<file path="config.mk">
export PLATFORM = sky130hd
export DESIGN_NAME = inval_queue_regs
export DESIGN_NICKNAME = d
export VERILOG_FILES = /design/src/rtl/inval_queue_pkg.sv /design/src/rtl/queue_ptr_if.sv /design/src/rtl/inval_queue_regs.sv /design/src/rtl/queue_head_ptr.sv /design/src/rtl/wait_done_flag_cell.sv
export SDC_FILE = /design/constraint.sdc
export NUM_CORES = 1
export LEC_CHECK = 0
export BUFFER_PORTS_ARGS = -buffer_cell sky130_fd_sc_hd__buf_2
export CORE_ASPECT_RATIO = 0.7
export CORE_MARGIN = 2
export CORE_UTILIZATION = 35
export CTS_CLUSTER_DIAMETER = 30
export DETAILED_ROUTE_END_ITERATION = 6
export SYNTH_ARGS = -nofsm -noshare
export SYNTH_HDL_FRONTEND = slang
export SYNTH_HIERARCHICAL = 1
export SYNTH_SLANG_ARGS = --single-unit
</file>
<file path="constraint.sdc">
create_clock -name sys_clk_in -period 1.9 [get_ports sys_clk_in]
set_input_delay 0.19 -clock sys_clk_in [delete_from_list [all_inputs] [get_ports sys_clk_in]]
set_output_delay 0.19 -clock sys_clk_in [all_outputs]
set_load 0.03 [all_outputs]
</file>
<file path="src/rtl/inval_queue_pkg.sv">
/*
  Shared constants for the invalidation queue register bank: register
  offsets, field positions, reset values and bus widths.
  Assumes a 32-bit Avalon-MM register bus with byte addresses.
*/
package inval_queue_pkg;
  // Bus shape
  localparam int ADDR_W = 8;
  localparam int DATA_W = 32;
  // Register byte offsets, each 32-bit word on its own address
  localparam logic [7:0] TAIL_LO_OFF = 8'h88;
  localparam logic [7:0] TAIL_HI_OFF = 8'h8c;
  localparam logic [7:0] ADDR_LO_OFF = 8'h90;
  localparam logic [7:0] ADDR_HI_OFF = 8'h94;
  localparam logic [7:0] STATUS_OFF = 8'h9c;
  localparam logic [7:0] HEAD_LO_OFF = 8'h80;
  localparam logic [7:0] HEAD_HI_OFF = 8'h84;
  localparam logic [7:0] CTRL_OFF = 8'hc0;
  // Field positions
  localparam int OFFSET_LSB = 4;
  localparam int OFFSET_MSB = 18;
  localparam int OFFSET_W = 15;
  localparam int BASE_LSB = 12;
  localparam int BASE_W = 52;
  localparam int SIZE_W = 3;
  localparam int ENTRY_SHIFT = 8;
  localparam int CTRL_ENABLE_BIT = 0;
  localparam int CTRL_CAP_BIT = 1;
  // Reset values
  localparam logic [14:0] OFFSET_RST = 15'h0000;
  localparam logic [51:0] BASE_RST = 52'h0_0000_0000_0000;
  localparam logic [2:0] SIZE_RST = 3'h0;
  localparam logic WAIT_DONE_RST = 1'b0;
  // Default host address width
  localparam int HOST_ADDR_WIDTH = 48;
endpackage

</file>
<file path="src/rtl/queue_ptr_if.sv">
/*
  Carrier for the head pointer stepper: queue size, tail and head offsets.
  Assumes both ends on the same clock.
*/
`timescale 1ns/10ps
`default_nettype none
interface queue_ptr_if;
  logic [2:0] size_log2;
  logic [14:0] tail_offset;
  logic [14:0] head_offset;
  logic enable;
  logic advance;
  logic empty;
  modport regs (output size_log2, output tail_offset, output enable, output advance,
    input head_offset, input empty);
  modport ptr (input size_log2, input tail_offset, input enable, input advance,
    output head_offset, output empty);
endinterface
`default_nettype wire

</file>
<file path="src/rtl/inval_queue_regs.sv">
/*
  Invalidation queue register bank: tail, queue address, completion status,
  plus a read-only head view and a control word, on Avalon-MM.
  Assumes a 32-bit Avalon-MM master on sys_clk_in and a fetch engine on the
  same clock that pulses fetch and wait-done strobes.
*/
`timescale 1ns/10ps
`default_nettype none
module inval_queue_regs (
  // Clock and reset
  input wire logic sys_clk_in,
  input wire logic sys_rst_in,
  // Avalon-MM slave
  input wire logic [7:0] avs_address,
  input wire logic avs_read,
  input wire logic avs_write,
  input wire logic [31:0] avs_writedata,
  input wire logic [3:0] avs_byteenable,
  output logic [31:0] avs_readdata,
  output logic avs_waitrequest,
  // Capability strap and fetch engine
  input wire logic qi_supported_in,
  input wire logic fetch_in,
  input wire logic wait_done_in,
  // Queue state to fetch engine
  output logic [63:0] queue_base_out,
  output logic [2:0] queue_size_log2_out,
  output logic [14:0] head_offset_out,
  output logic queue_empty_out,
  output logic event_pending_out
);
  logic [14:0] tail_offset_reg;
  logic [51:0] queue_base_reg;
  logic [2:0] queue_size_reg;
  logic enable_reg;
  logic cap_reg;
  logic ack_reg;
  logic waitreq_reg;
  logic [31:0] rdata_reg;
  logic [63:0] base_out_reg;
  logic [2:0] size_out_reg;
  logic [14:0] head_out_reg;
  logic empty_reg;
  logic pend_reg;
  logic [31:0] rdata_next;
  logic [31:0] wmask;
  logic wr_go;
  logic rd_go;
  logic clr_wait;
  logic flag;
  logic new_event;
  logic [63:0] base_mask;
  logic [63:0] base_full;

  queue_ptr_if ptr_bus ();

  // Capability caught by a clocked process each cycle
  always_ff @(posedge sys_clk_in) begin
    if (sys_rst_in) begin
      cap_reg <= 1'b0;
    end else begin
      cap_reg <= qi_supported_in;
    end
  end

  // One wait state: request taken at first edge, answered at the next
  always_ff @(posedge sys_clk_in) begin
    if (sys_rst_in) begin
      ack_reg <= 1'b0;
    end else begin
      ack_reg <= (avs_read || avs_write) && !ack_reg;
    end
  end

  // Waitrequest from its own flop, low in the answer cycle only
  always_ff @(posedge sys_clk_in) begin
    if (sys_rst_in) begin
      waitreq_reg <= 1'b1;
    end else begin
      waitreq_reg <= !((avs_read || avs_write) && !ack_reg);
    end
  end

  // Access strobes and byte mask
  always_comb begin
    wr_go = avs_write && ack_reg;
    rd_go = avs_read && !ack_reg;
    for (int i = 0; i < 4; i++) begin
      wmask[i*8 +: 8] = {8{avs_byteenable[i]}};
    end
    base_mask = (64'h0000_0000_0000_0001 << inval_queue_pkg::HOST_ADDR_WIDTH)
      - 64'h0000_0000_0000_0001;
  end

  // Tail offset register
  always_ff @(posedge sys_clk_in) begin
    if (sys_rst_in) begin
      tail_offset_reg <= inval_queue_pkg::OFFSET_RST;
    end else if (wr_go && cap_reg && avs_address == inval_queue_pkg::TAIL_LO_OFF) begin
      tail_offset_reg <= (tail_offset_reg & ~wmask[18:4])
        | (avs_writedata[18:4] & wmask[18:4]);
    end
  end

  // Queue base and size register
  always_ff @(posedge sys_clk_in) begin
    if (sys_rst_in) begin
      queue_base_reg <= inval_queue_pkg::BASE_RST;
      queue_size_reg <= inval_queue_pkg::SIZE_RST;
    end else if (wr_go && cap_reg) begin
      if (avs_address == inval_queue_pkg::ADDR_LO_OFF) begin
        queue_base_reg[19:0] <= (queue_base_reg[19:0] & ~wmask[31:12])
          | (avs_writedata[31:12] & wmask[31:12]);
        queue_size_reg <= (queue_size_reg & ~wmask[2:0])
          | (avs_writedata[2:0] & wmask[2:0]);
      end else if (avs_address == inval_queue_pkg::ADDR_HI_OFF) begin
        queue_base_reg[51:20] <= ((queue_base_reg[51:20] & ~wmask)
          | (avs_writedata & wmask)) & base_mask[63:32];
      end
    end
  end

  // Control word: queued invalidation enable
  always_ff @(posedge sys_clk_in) begin
    if (sys_rst_in) begin
      enable_reg <= 1'b0;
    end else if (wr_go && avs_address == inval_queue_pkg::CTRL_OFF && avs_byteenable[0]) begin
      enable_reg <= avs_writedata[inval_queue_pkg::CTRL_ENABLE_BIT];
    end
  end

  // Write-one-to-clear on the status word
  always_comb begin
    clr_wait = wr_go && cap_reg && avs_address == inval_queue_pkg::STATUS_OFF
      && avs_byteenable[0] && avs_writedata[0];
  end

  wait_done_flag_cell flag_cell (
    .sys_clk_in(sys_clk_in),
    .sys_rst_in(sys_rst_in),
    .set_in(wait_done_in && cap_reg),
    .clear_in(clr_wait),
    .flag_out(flag),
    .new_event_out(new_event)
  );

  // Pointer carrier wiring
  assign ptr_bus.size_log2 = queue_size_reg;
  assign ptr_bus.tail_offset = tail_offset_reg;
  assign ptr_bus.enable = enable_reg && cap_reg;
  assign ptr_bus.advance = fetch_in;

  queue_head_ptr head_ptr (
    .sys_clk_in(sys_clk_in),
    .sys_rst_in(sys_rst_in),
    .p(ptr_bus)
  );

  // Read mux, unsupported feature reads zero except the control word, which still shows the enable bit
  always_comb begin
    base_full = {queue_base_reg, 12'h000};
    rdata_next = 32'h0000_0000;
    unique case (avs_address)
      inval_queue_pkg::TAIL_LO_OFF: rdata_next[18:4] = tail_offset_reg;
      inval_queue_pkg::ADDR_LO_OFF: rdata_next = {base_full[31:12], 9'h000, queue_size_reg};
      inval_queue_pkg::ADDR_HI_OFF: rdata_next = base_full[63:32];
      inval_queue_pkg::STATUS_OFF: rdata_next[0] = flag;
      inval_queue_pkg::HEAD_LO_OFF: rdata_next[18:4] = ptr_bus.head_offset;
      inval_queue_pkg::CTRL_OFF: rdata_next = {30'h0000_0000, cap_reg, enable_reg};
      default: rdata_next = 32'h0000_0000;
    endcase
    if (!cap_reg && avs_address != inval_queue_pkg::CTRL_OFF) begin
      rdata_next = 32'h0000_0000;
    end
  end

  // Read data captured when the request is taken
  always_ff @(posedge sys_clk_in) begin
    if (sys_rst_in) begin
      rdata_reg <= 32'h0000_0000;
    end else if (rd_go) begin
      rdata_reg <= rdata_next;
    end
  end

  // Registered queue state and event outputs
  always_ff @(posedge sys_clk_in) begin
    if (sys_rst_in) begin
      base_out_reg <= 64'h0000_0000_0000_0000;
      size_out_reg <= inval_queue_pkg::SIZE_RST;
      head_out_reg <= inval_queue_pkg::OFFSET_RST;
      empty_reg <= 1'b1;
      pend_reg <= 1'b0;
    end else begin
      base_out_reg <= {queue_base_reg, 12'h000} & base_mask;
      size_out_reg <= queue_size_reg;
      head_out_reg <= ptr_bus.head_offset;
      empty_reg <= ptr_bus.empty;
      pend_reg <= new_event;
    end
  end

  assign avs_readdata = rdata_reg;
  assign avs_waitrequest = waitreq_reg;
  assign queue_base_out = base_out_reg;
  assign queue_size_log2_out = size_out_reg;
  assign head_offset_out = head_out_reg;
  assign queue_empty_out = empty_reg;
  assign event_pending_out = pend_reg;
endmodule
`default_nettype wire

</file>
<file path="src/rtl/queue_head_ptr.sv">
/*
  Head offset stepper of the invalidation queue. Advances one entry per
  fetch, wraps at the entry count given by the queue size.
  Ignores advance while the queue is empty, so head stops at tail.
*/
`timescale 1ns/10ps
`default_nettype none
module queue_head_ptr (
  // Clock and reset
  input wire logic sys_clk_in,
  input wire logic sys_rst_in,
  // Pointer carrier
  queue_ptr_if.ptr p
);
  logic [14:0] head_reg;
  logic [14:0] wrap_mask;
  logic [14:0] head_next;

  // Entry mask 2^(X+8)-1, offsets count 16-byte entries
  always_comb begin
    wrap_mask = 15'((32'd1 << (32'(p.size_log2) + inval_queue_pkg::ENTRY_SHIFT)) - 32'd1);
    head_next = (head_reg + 15'h0001) & wrap_mask;
  end

  // Head held at zero while disabled, else steps toward tail
  always_ff @(posedge sys_clk_in) begin
    if (sys_rst_in || !p.enable) begin
      head_reg <= inval_queue_pkg::OFFSET_RST;
    end else if (p.advance && !p.empty) begin
      head_reg <= head_next;
    end
  end

  assign p.head_offset = head_reg;
  assign p.empty = (head_reg == p.tail_offset);
endmodule
`default_nettype wire

</file>
<file path="src/rtl/wait_done_flag_cell.sv">
/*
  Sticky wait-completion flag with write-one-to-clear and event detection.
  Assumes clear and set come from the same clock domain.
*/
`timescale 1ns/10ps
`default_nettype none
module wait_done_flag_cell (
  // Clock and reset
  input wire logic sys_clk_in,
  input wire logic sys_rst_in,
  // Controls
  input wire logic set_in,
  input wire logic clear_in,
  // State
  output logic flag_out,
  output logic new_event_out
);
  logic flag_reg;
  logic event_reg;

  // Set beats clear in the same cycle
  always_ff @(posedge sys_clk_in) begin
    if (sys_rst_in) begin
      flag_reg <= inval_queue_pkg::WAIT_DONE_RST;
    end else if (set_in) begin
      flag_reg <= 1'b1;
    end else if (clear_in) begin
      flag_reg <= 1'b0;
    end
  end

  // Event only when flag rises from clear
  always_ff @(posedge sys_clk_in) begin
    if (sys_rst_in) begin
      event_reg <= 1'b0;
    end else begin
      event_reg <= set_in && !flag_reg;
    end
  end

  assign flag_out = flag_reg;
  assign new_event_out = event_reg;
endmodule
`default_nettype wire

</file>
==> impl_metrics.ini, run 1 <==
[sta]
maxClockFrequency_ghz = 0.532
relSlewSlack_pct = 54.3
tns_ps = 0
finClkSkew_ps = 16.6
setup_ws_ps = 21.8
finalCritPeriodShare_pct = 98.9
setup_viol = 0
worst_slew_pin_slew_ps = 686
fin_crit_ps = 1880
slew_violations = 0
hold_viol_final = 0
rsz0062_at_grt = true

[clock_network]
cts.htree.levels = 4
cts.sinks = 163
cts-root-buf = clkbuf_16
clk-insertion-delay-late_ps = 440
cts_tree = yes
cts.reportedPaths.clkPinSlew_ps = 70
cts.path.max_buffers = 2
cts_buffers = 17

[yosys]
ys_warn_count = 6
synth_ff_type = dfxtp_1
ys_ff_latch = 163
async_reset_ff_share_pct = 0
yosys.cell_count.top_type = dfxtp_1
yosys.area.top_type = dfxtp_1
ys_top_cells_by_count = dfxtp_1 (163), nor2_1 (91), mux2i_1 (64), nor2b_1 (61), nand2_1 (40)
synth.distinct_cells = 60
synth_edf_count = 0
synthCells = 682
yosysSeqAreaShare_pct = 48.4
synth.avg_cell_area_sq_um = 9.88
synth_area_leaders = dfxtp_1 (48%), mux2i_1 (9.5%), nor2b_1 (5.7%), nor2_1 (5.1%), buf_4 (3.3%)
syn_area_sq_um = 6740
synth_top_area_share_pct = 48.4

[place]
pre_cts_slack_ps = 35.0
dp_hpwl_mm = 13.7
gp_congestion = 0.873
port-buffer-count = 139

[setup_path]
crit_required_ps = 2260
worst_setup_path_end_kind = flip-flop
crit_type = flip-flop to flip-flop
worstPathArrival_ps = 2240
start_kind = flip-flop
worstPathMaxFanout = 2

[power]
power_density_nw_per_um2 = 843
total_power_mw = 7.19
p_leak_nw = 3.79
irDropWorstVdd_uv = 511

[flow_run]
maxCapViolCount = 0

[route]
drt-pass1-iter-count = 5
vias = 5401
detail_route.iter0.violations = 452
drcViolationCount = 0
routed_wl_mm = 18.5
wire_per_inst_um = 16.5
via_per_inst = 4.83
drtAntennaViolNets = 0

[global_route]
first_global_vias = 5105
grt_max_degree = 67
grt_overflow = 0
grt_pass1_wl_mm = 28.4
grt_antenna_before_repair = 0
track_usage_pct = 18.3

[die]
ios = 168
die_w_um = 170
die_y_um = 120
die_area_sq_um = 20400
core-area_sq_um = 18900
placementRows = 42
start_util_pct = 35.7

[min_path]
hold_path_class = input port to flip-flop

[final_layout]
n_fill_cell = 1839
antenna_cells = 0
syn_to_final_growth_pct = 26.5
multi_input_area_sq_um = 3170
drive_gt1_share_pct = 28.1
final_util_pct = 45.2
nets = 916
regArea_sq_um = 3270

[status]
status = finished clean
## critical path, stage by stage, from the launching register on
cell,delay (ps)
dfxtp_2,320
or3_4,400
ha_4,170
or4b_4,480
nand3_2,110
o21ai_2,50
a31oi_1,160
o21bai_1,120
## report_power, final
part	switching, mW	leakage [nW]	internal (mW)
logic	0.253	2.19	0.103
clock network	1.64	0.290	1.76
registers	0.00524	1.32	3.42
total	1.90	3.79	5.29
## final timing paths
path         cells past startpoint                    endpoint  slack, ps                    start
max                              7  head_ptr/p.head_offset[12]         20                flip-flop
min                              2             avs_waitrequest         10                avs_write
max reg2reg                      7  head_ptr/p.head_offset[12]         20                flip-flop
min reg2reg                      1           event_pending_out        450  flag_cell/new_event_out
## cells by family (layout without fill, tap and decap cells)
kind of cell	after synthesis	after routing	share of synthesized area (%)
DFF	163	163	48.4
xor gates and xnor gates	20	20	2.71
and+or+nand+nor	267	267	21.8
buffers and inverters	66	233	6.55
muxes	64	64	9.51
other	1	28	0.0556
adders and majority gates	2	2	0.371
AOI/OAI and AO/OA	99	99	10.6
## cell usage in the layout, fill, tap and decap left out, types with 10 or more instances in the layout
| master | count |
|---|---|
| conb_1 | 28 |
| nand3_1 | 10 |
| buf_4 | 42 |
| a22oi_1 | 29 |
| nand2_1 | 40 |
| buf_2 | 138 |
| a22o_1 | 13 |
| mux2i_1 | 64 |
| o21ai_0 | 15 |
| nor2b_1 | 61 |
| xnor2_1 | 14 |
| o2bb2ai_1 | 12 |
| dfxtp_1 | 159 |
| clkbuf_16 | 17 |
| nand4_1 | 10 |
| dlygate4sd3_1 | 15 |
| nor2_1 | 90 |
## per-layer routing
metal / track usage (%) / wire length (um) / vias to the layer above / part of all wire (%)
met5: 0 / 0 / - / 0
met4: 5.13 / 172 / 0 / 0.93
met3: 4.68 / 1210 / 15 / 6.5
met2: 25.2 / 7510 / 170 / 41
met1: 27.7 / 9590 / 2548 / 52
li1: - / - / 2668 / -
## cell type report
class | count | share of cell area, %
clock buffers | 17 | 4.99
clock inverters | 15 | 1.94
inverters | 5 | 0.220
multi-input cells | 480 | 37.2
flip-flops and latches | 163 | 38.3
well taps | 242 | 3.55
repair buffers | 196 | 13.8
## repair_timing
item / in CTS / in global routing
buffers inserted: 0 / 1
endpoints found under the setup margin: 0 / 3
resized for setup: 0 / 10
endpoints found under the hold margin: 16 / 0
hold buffers: 15 / 0
## stage by stage
step | cell area, sq um | instances | hold WS (ps)
floorplan | 6850 | 709 | 252
global placement | 7750 | 1070 | 420
detailed placement | 7750 | 1070 | 426
CTS | 8490 | 1117 | 0.924
global route | 8520 | 1118 | 3.35
finish | 8520 | 1118 | 11.3
No activity file was read; power rests on OpenSTA's default activity.
==> inputs of run 2 (changes only) <==
- CORE_MARGIN: 2 -> unset
==> run 2 against run 1 <==
Effect of this change:
- final cell count is 0.45% lower
- count of clock-buffer cells in the layout increased by 2
- register-to-register slack improved by 20 ps
- clock skew decreased by 5.4 ps
- combinational power shrank 3%
- die area shrank 2.8%
- via count shrank 0.85%
- worst setup slack improved by 20 ps
- critical path type unchanged
- critical endpoint unchanged
- highest routed layer unchanged
==> impl_metrics.ini, run 2 (synthesis results as in run 1) <==
[power]
power_density_nw_per_um2 = 838
p_leak_nw = 3.75
irDropWorstVdd_uv = 510

[final_layout]
mostFrequentLayoutCells = dfxtp_1 (161), buf_2 (138), nor2_1 (91)
antenna_cells = 0
final_common_cell = dfxtp_1
syn_to_final_growth_pct = 25.2
final_util_pct = 44.7
multi_input_area_sq_um = 3160
n_fill_cell = 1864
drive_gt1_share_pct = 27.8
nets = 911
regArea_sq_um = 3270

[setup_path]
max_stage_delay_ps = 480
worstPathArrival_ps = 2220
critPathTopFamily = simple AND/OR/NAND/NOR gates
worst_setup_path_end_kind = flip-flop
worstPathMaxFanout = 3
slowest_stage = or4b_4
crit_required_ps = 2260
crit_type = flip-flop to flip-flop
critPathBufInv = 0
start_kind = flip-flop
critical_path.cell_chain = or3_4 > ha_4 > or4b_4 > nand3_2 > o21ai_1 > a31oi_1 > o21bai_1

[sta]
setup_viol = 0
hold_viol_final = 0
worst_slew_pin_slew_ps = 729
maxClockFrequency_ghz = 0.538
finalCritPeriodShare_pct = 97.8
setup_ws_ps = 42.0
whs_ps = 8.36
relSlewSlack_pct = 51.2
finClkSkew_ps = 11.1
fin_crit_ps = 1860
slew_violations = 0

[die]
ios = 168
die_area_sq_um = 19800
core-area_sq_um = 18900
die_w_um = 168
start_util_pct = 35.7
die_y_um = 118
placementRows = 42

[clock_network]
cts.path.max_buffers = 2
cts_tree = yes
cts.sinks = 163
cts-root-buf = clkbuf_16
cts.htree.levels = 4
cts.reportedPaths.clkPinSlew_ps = 70
clk-insertion-delay-late_ps = 430
cts_buffers = 17

[global_route]
first_global_vias = 4917
track_usage_pct = 18.4
grt_overflow = 0
grt_pass1_wl_mm = 27.9
grt_antenna_before_repair = 1
grt_max_degree = 57

[place]
port-buffer-count = 139
pre_cts_slack_ps = 37.4
dp_hpwl_mm = 13.2
gp_congestion = 0.856

[route]
drtAntennaViolNets = 0
wire_per_inst_um = 16.1
drcViolationCount = 0
drt-pass1-iter-count = 4
routed_wl_mm = 17.9
via_per_inst = 4.81
detail_route.iter0.violations = 374
vias = 5355

[flow_run]
maxCapViolCount = 0

[min_path]
hold_path_class = input port to flip-flop

[status]
status = finished clean
==> run 2: layout make-up <==
class	instances	area share, %
Sequential cell	163	38.7
Clock inverter	13	1.42
Tap cell	242	3.59
Inverter	5	0.222
Timing Repair Buffer	191	13.2
Clock buffer	19	5.37
Multi-Input combinational cell	480	37.5
==> run 2: report_power, final <==
part	internal [mW]	switching [mW]	total [mW]
combinational	0.0962	0.249	0.345
clock	1.79	1.51	3.29
sequential	3.42	0.00452	3.43
total	5.31	1.76	7.07
==> run 2: routing by layer <==
layer	global-route usage, %	vias up	wire (um)
li1	-	2663	-
met1	28.4	2513	9570
met2	24.8	161	7180
met3	4.88	18	1080
met4	4.30	0	121
met5	0	-	0
==> run 2: worst paths after layout <==
| path | slack [ps] | cells past startpoint | to | from |
|---|---|---|---|---|
| min | 8 | 3 | flip-flop | avs_writedata[20] |
| min reg2reg | 450 | 1 | event_pending_out | flag_cell/new_event_out |
| max reg2reg | 40 | 7 | head_ptr/p.head_offset[12] | flip-flop |
| max | 40 | 7 | head_ptr/p.head_offset[12] | flip-flop |
==> run 2: worst register-to-register path, delay by kind of cell, from the launching register on <==
kind,cells,cell delay (ps)
AO/OA/AOI/OAI,3,330
adder cells (fa/ha/maj),1,180
flip-flops,1,330
AND/OR/NAND/NOR,3,960
==> run 2: repair_timing <==
| action | CTS | global route |
|---|---|---|
| gates resized for setup | 0 | 6 |
| endpoints found under the hold margin | 10 | 0 |
| setup buffers | 0 | 2 |
| hold buffers | 10 | 0 |
| endpoints found under the setup margin | 0 | 3 |
==> run 2: stage by stage <==
| step | setup TNS (ps) | total power [mW] | std cells | cell area [sq um] |
|---|---|---|---|---|
| 2_1_floorplan | 0 | 3.75 | 709 | 6850 |
| 3_3_place_gp | 0 | 3.83 | 1069 | 7730 |
| 3_5_place_dp | 0 | 3.83 | 1069 | 7730 |
| 4_1_cts | 0 | 7.13 | 1111 | 8400 |
| 5_1_grt | -23.2 | 7.30 | 1113 | 8440 |
| 6_report | 0 | 7.07 | 1113 | 8440 |
